[config.mk]
export PLATFORM = sky130hd
export DESIGN_NAME = ssf_top
export DESIGN_NICKNAME = d
export VERILOG_FILES = /design/src/ssf_pkg.sv /design/src/ssf_line_buf.sv /design/src/ssf_dot_shifter.sv /design/src/ssf_top.sv
export SDC_FILE = /design/constraint.sdc
export NUM_CORES = 2
export LEC_CHECK = 0
export ABC_AREA = 1
export CORE_UTILIZATION = 25
export CTS_CLUSTER_DIAMETER = 150
export DETAILED_ROUTE_END_ITERATION = 12
export DONT_BUFFER_PORTS = 1
export GPL_ROUTABILITY_DRIVEN = 0
export PLACE_DENSITY_LB_ADDON = 0.08
export SYNTH_ARGS = -nofsm -noshare
export SYNTH_HDL_FRONTEND = slang
export SYNTH_SLANG_ARGS = --single-unit
[constraint.sdc]
create_clock -name clk_sys_in -period 8.4 [get_ports clk_sys_in]
set_input_delay 0.84 -clock clk_sys_in [delete_from_list [all_inputs] [get_ports clk_sys_in]]
set_output_delay 0.84 -clock clk_sys_in [all_outputs]
set_load 0.01 [all_outputs]
[src/ssf_pkg.sv]
// ****************************************************************
// shared constants of the sprite shape fetch block
// ****************************************************************
package ssf_pkg;

  // ****************************************************************
  // sizes
  // ****************************************************************
  localparam int ADDR_W = 16;
  localparam int DATA_W = 8;
  localparam int NUM_SPR = 8;
  localparam int SPR_W = 3;
  localparam int ROW_W = 5;
  localparam int COLOR_W = 4;
  localparam int ROW_BYTES = 3;
  localparam logic [ROW_W-1:0] SPR_ROWS = 5'h15;
  localparam logic [4:0] SC_DOTS = 5'h18;
  localparam logic [4:0] MC_DOTS = 5'h0c;
  localparam int BLOCK_SHIFT = 6;
  localparam int BANK_SHIFT = 14;
  localparam int SCREEN_SHIFT = 10;
  localparam logic [9:0] PTR_AREA_OFS = 10'h3f8;
  localparam logic [1:0] ROM_WINDOW = 2'h1;

  // ****************************************************************
  // register offsets
  // ****************************************************************
  localparam logic [ADDR_W-1:0] REG_ENABLE = 16'hd015;
  localparam logic [ADDR_W-1:0] REG_VDOUBLE = 16'hd017;
  localparam logic [ADDR_W-1:0] REG_MCSELECT = 16'hd01c;
  localparam logic [ADDR_W-1:0] REG_HDOUBLE = 16'hd01d;
  localparam logic [ADDR_W-1:0] REG_SHARED0 = 16'hd025;
  localparam logic [ADDR_W-1:0] REG_SHARED1 = 16'hd026;
  localparam logic [ADDR_W-1:0] REG_COLOR_BASE = 16'hd027;
  localparam logic [ADDR_W-1:0] REG_SCREEN = 16'hd040;
  localparam logic [ADDR_W-1:0] REG_BANK = 16'hd041;
  localparam logic [ADDR_W-1:0] REG_STATUS = 16'hd042;

  // ****************************************************************
  // reset values
  // ****************************************************************
  localparam logic [7:0] RST_BITS = 8'h00;
  localparam logic [COLOR_W-1:0] RST_COLOR = 4'h0;
  localparam logic [3:0] RST_SCREEN = 4'h1;
  localparam logic [1:0] RST_BANK = 2'h0;

  // ****************************************************************
  // dot codes
  // ****************************************************************
  localparam logic [1:0] CODE_CLEAR = 2'h0;
  localparam logic [1:0] CODE_SHARED0 = 2'h1;
  localparam logic [1:0] CODE_OWN = 2'h2;
  localparam logic [1:0] CODE_SHARED1 = 2'h3;

  typedef enum logic [2:0] {
    FS_IDLE, FS_PTR, FS_PTR_WAIT, FS_DATA, FS_DATA_WAIT, FS_LOAD_RD, FS_LOAD_WR
  } ssf_fetch_state_t;

endpackage

[src/ssf_line_buf.sv]
`timescale 1ns/1ps
// ****************************************************************
// one shape row per sprite, byte writes, whole-row registered read
// ****************************************************************
module ssf_line_buf (
  input wire logic clk_sys_in,
  input wire logic rst_b_in,
  input wire logic wr_en_in,
  input wire logic [ssf_pkg::SPR_W-1:0] wr_spr_in,
  input wire logic [1:0] wr_byte_in,
  input wire logic [ssf_pkg::DATA_W-1:0] wr_data_in,
  input wire logic rd_en_in,
  input wire logic [ssf_pkg::SPR_W-1:0] rd_spr_in,
  output logic [3*ssf_pkg::DATA_W-1:0] rd_row_out
);
  import ssf_pkg::*;

  typedef struct packed {
    logic [NUM_SPR-1:0][ROW_BYTES-1:0][DATA_W-1:0] mem;
    logic [3*DATA_W-1:0] rd_row;
  } ssf_buf_state_t;

  ssf_buf_state_t st;
  ssf_buf_state_t next_st;

  always_comb begin
    next_st = st;
    if (wr_en_in) begin
      next_st.mem[wr_spr_in][wr_byte_in] = wr_data_in;
    end
    // byte 0 lands in the top bits: leftmost dots first
    if (rd_en_in) begin
      next_st.rd_row = {st.mem[rd_spr_in][0], st.mem[rd_spr_in][1], st.mem[rd_spr_in][2]};
    end
  end

  always_ff @(posedge clk_sys_in or negedge rst_b_in) begin
    if (!rst_b_in) begin
      st <= '0;
    end else begin
      st <= next_st;
    end
  end

  assign rd_row_out = st.rd_row;
endmodule

[src/ssf_dot_shifter.sv]
`timescale 1ns/1ps
// ****************************************************************
// per sprite dot serialiser with width doubling and color decode
// ****************************************************************
module ssf_dot_shifter (
  input wire logic clk_sys_in,
  input wire logic rst_b_in,
  input wire logic load_in,
  input wire logic [3*ssf_pkg::DATA_W-1:0] row_in,
  input wire logic row_valid_in,
  input wire logic draw_start_in,
  input wire logic pixel_en_in,
  input wire logic multicolor_in,
  input wire logic hdouble_in,
  input wire logic [ssf_pkg::COLOR_W-1:0] own_color_in,
  input wire logic [ssf_pkg::COLOR_W-1:0] shared0_in,
  input wire logic [ssf_pkg::COLOR_W-1:0] shared1_in,
  output logic visible_out,
  output logic [ssf_pkg::COLOR_W-1:0] color_out
);
  import ssf_pkg::*;

  typedef struct packed {
    logic [3*DATA_W-1:0] held;
    logic armed;
    logic [3*DATA_W-1:0] sh;
    logic active;
    logic [4:0] dots;
    logic [1:0] phase;
    logic visible;
    logic [COLOR_W-1:0] color;
  } ssf_shift_state_t;

  ssf_shift_state_t st;
  ssf_shift_state_t next_st;

  always_comb begin
    logic [1:0] code;
    logic [1:0] last_phase;
    code = CODE_CLEAR;
    last_phase = 2'h0;
    next_st = st;
    if (load_in) begin
      next_st.held = row_in;
      next_st.armed = row_valid_in;
    end
    // each dot lasts 1, 2 or 4 pixels; same bits reused, no new detail
    last_phase = {multicolor_in & hdouble_in, multicolor_in | hdouble_in};
    if (multicolor_in) begin
      code = st.sh[3*DATA_W-1 -: 2];
    end else begin
      code = st.sh[3*DATA_W-1] ? CODE_OWN : CODE_CLEAR;
    end
    if (draw_start_in) begin
      next_st.sh = st.held;
      next_st.active = st.armed;
      next_st.dots = multicolor_in ? MC_DOTS : SC_DOTS;
      next_st.phase = 2'h0;
      next_st.visible = 1'b0;
    end else if (pixel_en_in) begin
      next_st.visible = st.active && (code != CODE_CLEAR);
      case (code)
        CODE_SHARED0: next_st.color = shared0_in;
        CODE_OWN: next_st.color = own_color_in;
        CODE_SHARED1: next_st.color = shared1_in;
        default: next_st.color = st.color;
      endcase
      if (st.active) begin
        if (st.phase == last_phase) begin
          next_st.phase = 2'h0;
          next_st.sh = multicolor_in ? {st.sh[3*DATA_W-3:0], 2'h0} : {st.sh[3*DATA_W-2:0], 1'b0};
          next_st.dots = st.dots - 5'h1;
          if (st.dots == 5'h1) begin
            next_st.active = 1'b0;
          end
        end else begin
          next_st.phase = st.phase + 2'h1;
        end
      end
    end
  end

  always_ff @(posedge clk_sys_in or negedge rst_b_in) begin
    if (!rst_b_in) begin
      st <= '0;
    end else begin
      st <= next_st;
    end
  end

  assign visible_out = st.visible;
  assign color_out = st.color;
endmodule

[src/ssf_top.sv]
`timescale 1ns/1ps
// Functional notes
// shape is 21 rows of three bytes
// single-color: one bit own color, zero clear
// multicolor: 12 double-wide dots, two-bit code
// 64-byte block, only 63 bytes fetched
// pointers in last eight bytes of screen
// shape start is pointer times 64
// addresses inside selected 16K bank
// banks 0 and 2 see character ROM
// enable bit n shows sprite n
// own 16-color register per sprite
// bit pairs: clear, shared0, own, shared1
// multicolor select bit per sprite
// horizontal doubling bit widens dots
// vertical doubling bit repeats each row
// doubling reuses bits, adds no detail
// eight sprites, indices 0 to 7
// attribute registers read back last write
// software keeps shapes aligned, in RAM
module ssf_top (
  input wire logic clk_sys_in,
  input wire logic rst_b_in,
  input wire logic [ssf_pkg::ADDR_W-1:0] reg_addr_in,
  input wire logic [ssf_pkg::DATA_W-1:0] reg_wdata_in,
  input wire logic reg_wr_in,
  input wire logic reg_rd_in,
  output logic [ssf_pkg::DATA_W-1:0] reg_rdata_out,
  output logic [ssf_pkg::ADDR_W-1:0] mem_addr_out,
  output logic mem_rd_out,
  output logic mem_rom_sel_out,
  input wire logic [ssf_pkg::DATA_W-1:0] mem_data_in,
  input wire logic line_start_in,
  input wire logic [ssf_pkg::NUM_SPR-1:0] row_restart_in,
  input wire logic draw_start_in,
  input wire logic pixel_en_in,
  output logic fetch_busy_out,
  output logic [ssf_pkg::NUM_SPR-1:0] spr_visible_out,
  output logic [ssf_pkg::NUM_SPR*ssf_pkg::COLOR_W-1:0] spr_color_out
);
  import ssf_pkg::*;

  // ****************************************************************
  // state
  // ****************************************************************
  typedef struct packed {
    logic [NUM_SPR-1:0] enable;
    logic [NUM_SPR-1:0] vdouble;
    logic [NUM_SPR-1:0] mcselect;
    logic [NUM_SPR-1:0] hdouble;
    logic [COLOR_W-1:0] shared0;
    logic [COLOR_W-1:0] shared1;
    logic [NUM_SPR-1:0][COLOR_W-1:0] color;
    logic [3:0] screen;
    logic [1:0] bank;
    logic [DATA_W-1:0] rdata;
    ssf_fetch_state_t fstate;
    logic [SPR_W-1:0] sprite_index;
    logic [1:0] byte_idx;
    logic [DATA_W-1:0] ptr;
    logic [NUM_SPR-1:0][ROW_W-1:0] row;
    logic [NUM_SPR-1:0] half;
    logic [NUM_SPR-1:0] fetched;
    logic [NUM_SPR-1:0] row_valid;
    logic [ADDR_W-1:0] mem_addr;
    logic mem_rd;
    logic rom_sel;
    logic busy;
    logic [NUM_SPR-1:0] visible;
    logic [NUM_SPR*COLOR_W-1:0] pix;
  } ssf_top_state_t;

  ssf_top_state_t st;
  ssf_top_state_t next_st;

  logic [3*DATA_W-1:0] buf_row;
  logic [NUM_SPR-1:0] sh_visible;
  logic [NUM_SPR*COLOR_W-1:0] sh_color;
  logic buf_we;
  logic buf_re;
  logic [NUM_SPR-1:0] load_pulse;

  // ****************************************************************
  // buffer and shifter strobes
  // ****************************************************************
  always_comb begin
    buf_we = (st.fstate == FS_DATA_WAIT);
    buf_re = (st.fstate == FS_LOAD_RD);
    load_pulse = '0;
    if (st.fstate == FS_LOAD_WR) begin
      load_pulse[st.sprite_index] = 1'b1;
    end
  end

  ssf_line_buf u_line_buf (
    .clk_sys_in(clk_sys_in),
    .rst_b_in(rst_b_in),
    .wr_en_in(buf_we),
    .wr_spr_in(st.sprite_index),
    .wr_byte_in(st.byte_idx),
    .wr_data_in(mem_data_in),
    .rd_en_in(buf_re),
    .rd_spr_in(st.sprite_index),
    .rd_row_out(buf_row)
  );

  // ****************************************************************
  // eight dot shifters
  // ****************************************************************
  genvar gi;
  generate
    for (gi = 0; gi < NUM_SPR; gi++) begin : g_spr
      ssf_dot_shifter u_shifter (
        .clk_sys_in(clk_sys_in),
        .rst_b_in(rst_b_in),
        .load_in(load_pulse[gi]),
        .row_in(buf_row),
        .row_valid_in(st.row_valid[gi]),
        .draw_start_in(draw_start_in),
        .pixel_en_in(pixel_en_in),
        .multicolor_in(st.mcselect[gi]),
        .hdouble_in(st.hdouble[gi]),
        .own_color_in(st.color[gi]),
        .shared0_in(st.shared0),
        .shared1_in(st.shared1),
        .visible_out(sh_visible[gi]),
        .color_out(sh_color[gi*COLOR_W +: COLOR_W])
      );
    end
  endgenerate

  // ****************************************************************
  // next state
  // ****************************************************************
  always_comb begin
    logic [ADDR_W-1:0] bank_base;
    logic [ADDR_W-1:0] fetch_addr;
    logic [6:0] row_ofs;
    logic go_next;
    bank_base = '0;
    fetch_addr = '0;
    row_ofs = '0;
    go_next = 1'b0;
    next_st = st;
    next_st.mem_rd = 1'b0;

    // register writes
    if (reg_wr_in) begin
      case (reg_addr_in)
        REG_ENABLE: next_st.enable = reg_wdata_in;
        REG_VDOUBLE: next_st.vdouble = reg_wdata_in;
        REG_MCSELECT: next_st.mcselect = reg_wdata_in;
        REG_HDOUBLE: next_st.hdouble = reg_wdata_in;
        REG_SHARED0: next_st.shared0 = reg_wdata_in[COLOR_W-1:0];
        REG_SHARED1: next_st.shared1 = reg_wdata_in[COLOR_W-1:0];
        REG_SCREEN: next_st.screen = reg_wdata_in[3:0];
        REG_BANK: next_st.bank = reg_wdata_in[1:0];
        default: begin
          if (reg_addr_in >= REG_COLOR_BASE && reg_addr_in < REG_COLOR_BASE + 16'h8) begin
            next_st.color[reg_addr_in[SPR_W-1:0] - REG_COLOR_BASE[SPR_W-1:0]] = reg_wdata_in[COLOR_W-1:0];
          end
        end
      endcase
    end

    // register reads, unmapped reads zero
    next_st.rdata = '0;
    if (reg_rd_in) begin
      case (reg_addr_in)
        REG_ENABLE: next_st.rdata = st.enable;
        REG_VDOUBLE: next_st.rdata = st.vdouble;
        REG_MCSELECT: next_st.rdata = st.mcselect;
        REG_HDOUBLE: next_st.rdata = st.hdouble;
        REG_SHARED0: next_st.rdata = {4'h0, st.shared0};
        REG_SHARED1: next_st.rdata = {4'h0, st.shared1};
        REG_SCREEN: next_st.rdata = {4'h0, st.screen};
        REG_BANK: next_st.rdata = {6'h0, st.bank};
        REG_STATUS: next_st.rdata = {st.busy, 4'h0, st.sprite_index};
        default: begin
          if (reg_addr_in >= REG_COLOR_BASE && reg_addr_in < REG_COLOR_BASE + 16'h8) begin
            next_st.rdata = {4'h0, st.color[reg_addr_in[SPR_W-1:0] - REG_COLOR_BASE[SPR_W-1:0]]};
          end
        end
      endcase
    end

    // fetch addresses
    bank_base = {st.bank, {BANK_SHIFT{1'b0}}};
    row_ofs = 7'(st.row[st.sprite_index]) * 7'h3 + 7'(st.byte_idx);
    if (st.fstate == FS_PTR) begin
      // pointer area follows the screen base
      fetch_addr = bank_base | {2'h0, st.screen, PTR_AREA_OFS | {7'h0, st.sprite_index}};
    end else begin
      fetch_addr = bank_base | {2'h0, st.ptr, {BLOCK_SHIFT{1'b0}}} | {9'h0, row_ofs};
    end

    // fetch sequencer
    case (st.fstate)
      FS_IDLE: begin
        if (line_start_in) begin
          next_st.fstate = FS_PTR;
          next_st.sprite_index = '0;
          next_st.busy = 1'b1;
          next_st.fetched = '0;
        end
      end
      FS_PTR: begin
        if (st.enable[st.sprite_index] && st.row[st.sprite_index] < SPR_ROWS) begin
          next_st.mem_addr = fetch_addr;
          next_st.mem_rd = 1'b1;
          next_st.rom_sel = !st.bank[0] && fetch_addr[13:12] == ROM_WINDOW;
          next_st.fstate = FS_PTR_WAIT;
        end else begin
          go_next = 1'b1;
        end
      end
      FS_PTR_WAIT: begin
        next_st.ptr = mem_data_in;
        next_st.byte_idx = 2'h0;
        next_st.fstate = FS_DATA;
      end
      FS_DATA: begin
        next_st.mem_addr = fetch_addr;
        next_st.mem_rd = 1'b1;
        next_st.rom_sel = !st.bank[0] && fetch_addr[13:12] == ROM_WINDOW;
        next_st.fstate = FS_DATA_WAIT;
      end
      FS_DATA_WAIT: begin
        if (st.byte_idx == 2'h2) begin
          next_st.fetched[st.sprite_index] = 1'b1;
          // repeat the row on a second line when doubled
          if (st.vdouble[st.sprite_index] && !st.half[st.sprite_index]) begin
            next_st.half[st.sprite_index] = 1'b1;
          end else begin
            next_st.half[st.sprite_index] = 1'b0;
            next_st.row[st.sprite_index] = st.row[st.sprite_index] + 5'h1;
          end
          go_next = 1'b1;
        end else begin
          next_st.byte_idx = st.byte_idx + 2'h1;
          next_st.fstate = FS_DATA;
        end
      end
      FS_LOAD_RD: begin
        next_st.fstate = FS_LOAD_WR;
      end
      FS_LOAD_WR: begin
        if (st.sprite_index == 3'h7) begin
          next_st.fstate = FS_IDLE;
          next_st.busy = 1'b0;
        end else begin
          next_st.sprite_index = st.sprite_index + 3'h1;
          next_st.fstate = FS_LOAD_RD;
        end
      end
      default: next_st.fstate = FS_IDLE;
    endcase

    if (go_next) begin
      if (st.sprite_index == 3'h7) begin
        next_st.sprite_index = '0;
        next_st.fstate = FS_LOAD_RD;
        next_st.row_valid = next_st.fetched;
      end else begin
        next_st.sprite_index = st.sprite_index + 3'h1;
        next_st.fstate = FS_PTR;
      end
    end

    // external row restart wins over the advance
    for (int i = 0; i < NUM_SPR; i++) begin
      if (row_restart_in[i]) begin
        next_st.row[i] = '0;
        next_st.half[i] = 1'b0;
      end
    end

    // registered pixel outputs
    next_st.visible = sh_visible;
    next_st.pix = sh_color;
  end

  always_ff @(posedge clk_sys_in or negedge rst_b_in) begin
    if (!rst_b_in) begin
      st <= '0;
      st.enable <= RST_BITS;
      st.vdouble <= RST_BITS;
      st.mcselect <= RST_BITS;
      st.hdouble <= RST_BITS;
      st.shared0 <= RST_COLOR;
      st.shared1 <= RST_COLOR;
      st.screen <= RST_SCREEN;
      st.bank <= RST_BANK;
      st.fstate <= FS_IDLE;
    end else begin
      st <= next_st;
    end
  end

  // ****************************************************************
  // outputs
  // ****************************************************************
  assign reg_rdata_out = st.rdata;
  assign mem_addr_out = st.mem_addr;
  assign mem_rd_out = st.mem_rd;
  assign mem_rom_sel_out = st.rom_sel;
  assign fetch_busy_out = st.busy;
  assign spr_visible_out = st.visible;
  assign spr_color_out = st.pix;
endmodule

==> reports/metrics.cfg <==
[yosys]
syn-num-nets = 5007
syn_area_mm2 = 0.0426
synth-seq-cells = 937
synth-edff-count = 0
avgSynthCellArea_um2 = 8.66
yosys_warnings = 0
synth_cells = 4922
synth_ff_type = dfrtp_1
synthArstFlopShare_pct = 100
ys_seq_area_share_pct = 55.0
yosys.cell_types.count = 59

[floorplanning]
die_h_um = 415
pin_count = 114
coreArea_mm2 = 0.169
num_rows = 151
dieArea_mm2 = 0.172
die_x_um = 415
start_util_pct = 25.2

[sta]
rsz0062_at_grt = no
finalCritPeriodShare_pct = 47.7
slew_violations = 0
worstMarginPinSlew_ns = 1.13
relSlewSlack_pct = 24.7
setup_viol = 0
fmax_mhz = 249
tns_ns = 0
finalHoldViolCount = 0
worst_clock_skew_ns = 0.0315
fin_crit_ns = 4.01
fin_hold_ws_ns = 0.0494

[setup_path]
r2r-end = mem_addr_out[5]
path_cells = inv_2 > nor2_1 > nand2_2 > inv_2 > nand2_1 > nand4_1 > fa_1 > ha_1 > fa_1 > nand2_1 > nand2_1 > a21oi_1 > xor2_1 > o211ai_1
crit_path_start_kind = flop
reg2reg_from = st[135]
cp_max_fo = 18
crit_required_ns = 8.99
slowest_delay_ns = 0.69
crit_type = reg2reg
crit_path_end_kind = flop
path_buf_inv = 2
critPathMostFrequentCell = nand2_1
ff2ff_path_depth = 14
critPathSlowestCell = dfrtp_1
path_delay_family = adder cells
startpoint = st[135]
regToRegSetupSlack_ns = 4.39
arrival_ns = 4.60

[routing]
viasPerCell = 4.65
drt_wl_total_um = 145000
drtPass1Iterations = 5
drc = 0
final_antenna_net_count = 0
wl_per_cell_um = 20.4
vias = 32967
first_iter_violations = 2571

[power_and_ir_drop]
leakage_nw = 21.5
peakVddDrop_mv = 0.147
p_per_area_mw_per_mm2 = 273
power_mw = 13.1

[final_layout]
multi_input_area_mm2 = 0.0156
area_delta_synth_final_pct = 13.0
register_area_mm2 = 0.0234
fillCellCount = 18277
fin_nets = 4864
final_cell_area_mm2 = 0.0482
final_cell_count_no_fill = 7096
drive_gt1_share_pct = 6.86

[clocking]
cts_made_buffers = 113
clock_latency_ns = 0.74
cts_tree = built
clockRootBuffer = clkbuf_16
ctsResizeCount = 0
clk_pin_slew_ns = 0.06
cts_setup_buffers = 0
clockBufferDepth = 3
clock-sinks = 937
htreeDepth = 3

[grt]
antenna_found_initial = 15
grt_pass1_wl_um = 219000
grt_pass1_vias = 32938
grt_max_degree = 938
grt.total_usage_pct = 16.7
overflow = 0

[placement]
place_inst = 6876
place_hpwl_um = 92200
post_dp_cell_area_mm2 = 0.0442
port_buffers = 0

[run]
drv_cap = 0

[run_status]
outcome = completed

[worst_hold_path]
hold_class = in2async

## stage by stage
step | worst slack [ns] | util, %
finish | 4.39 | 28.5
CTS | 4.37 | 28.4
global placement | 4.47 | 26.1
floorplan | 5.23 | -
detailed placement | 4.38 | 26.1
global route | 4.00 | 28.5
## cell usage in the layout, fill, tap and decap left out, types with 12 or more instances in the layout
cell type     n
o211ai_1    186
clkinv_2     18
nor2_2       23
nand2_2      12
nand2_1    1284
o21ai_1      60
nor2_4       13
clkbuf_16   113
nand3_1     178
clkbuf_1     24
a22oi_1      52
nor3_1       21
a21oi_1     151
inv_2        22
clkbuf_8     28
o21ai_0     621
o22ai_1      92
buf_4        35
o221ai_1     44
ha_1         36
nor2_1      222
inv_1       520
a22o_1       12
dfrtp_1     936
## routing by layer
| layer | track usage [%] | up-vias | share of wire, % |
|---|---|---|---|
| met3 | 2.24 | 166 | 3.8 |
| met5 | 0 | - | 0 |
| met1 | 24.4 | 16300 | 49 |
| met2 | 26.2 | 551 | 45 |
| met4 | 3.83 | 0 | 2.1 |
| li1 | - | 15950 | - |
## layout make-up
class,instances,share of cell area (%)
Sequential cell,937,48.7
Tap cell,2218,5.76
Clock inverter,42,1.06
Timing Repair Buffer,41,0.888
Antenna cell,7,0.0363
Clock buffer,165,6.85
Inverter,553,4.32
Multi-Input combinational cell,3133,32.4
## kinds of logic after synthesis
kind of cell,count (synthesis),synth area share [%]
compound gates,1273,17.6
xor+xnor,13,0.302
fa+ha+maj,38,1.15
buf+inv,852,8.38
flops,937,55.0
mux,11,0.282
simple gates,1798,17.3
## cell usage after synthesis, types with 6 or more instances
master / instances / area, um2
nand2_1: 1286 / 4830
dfrtp_1: 936 / 23400
o21ai_0: 621 / 3110
inv_1: 520 / 1950
nor2_1: 224 / 841
o211ai_1: 186 / 1400
nand3_1: 179 / 896
a21oi_1: 151 / 756
clkbuf_1: 142 / 533
o22ai_1: 92 / 576
buf_4: 70 / 526
buf_2: 68 / 340
o21ai_1: 60 / 300
a22oi_1: 52 / 390
o221ai_1: 44 / 385
ha_1: 36 / 450
inv_2: 22 / 82.6
nor3_1: 22 / 110
nor2_2: 21 / 131
buf_1: 15 / 56.3
nor2_4: 13 / 146
a22o_1: 12 / 105
a221oi_1: 11 / 96.3
nand2_4: 11 / 124
nand2_2: 10 / 62.6
nand3b_1: 10 / 75.1
o21ai_2: 10 / 87.6
xor2_1: 10 / 87.6
clkinv_1: 9 / 33.8
nand4_1: 9 / 56.3
a32oi_1: 6 / 52.6
## flip-flops by register name (all words and copies together), names as in the netlist, 16 cells and up
register and flops:
spr_color_out 32, u_line_buf.st 192, st 158, mem_addr_out 16, g_spr.u_shifter.color_out 32, g_spr.u_shifter.st 456, u_line_buf.rd_row_out 24
## power breakdown
| part | switching (mW) | internal (mW) |
|---|---|---|
| Clock | 2.09 | 2.99 |
| Combinational | 1.71 | 0.656 |
| Sequential | 0.441 | 5.25 |
## how the worst max path moves through the flow
stage / endpoint / depth (start not counted)
floorplan: mem_addr_out[5] / 16
global placement: mem_addr_out[5] / 13
detailed placement: mem_addr_out[5] / 14
CTS: mem_addr_out[5] / 14
global route: mem_addr_out[14] / 16
finish: mem_addr_out[5] / 14
Power figures use the tool's default switching activity.
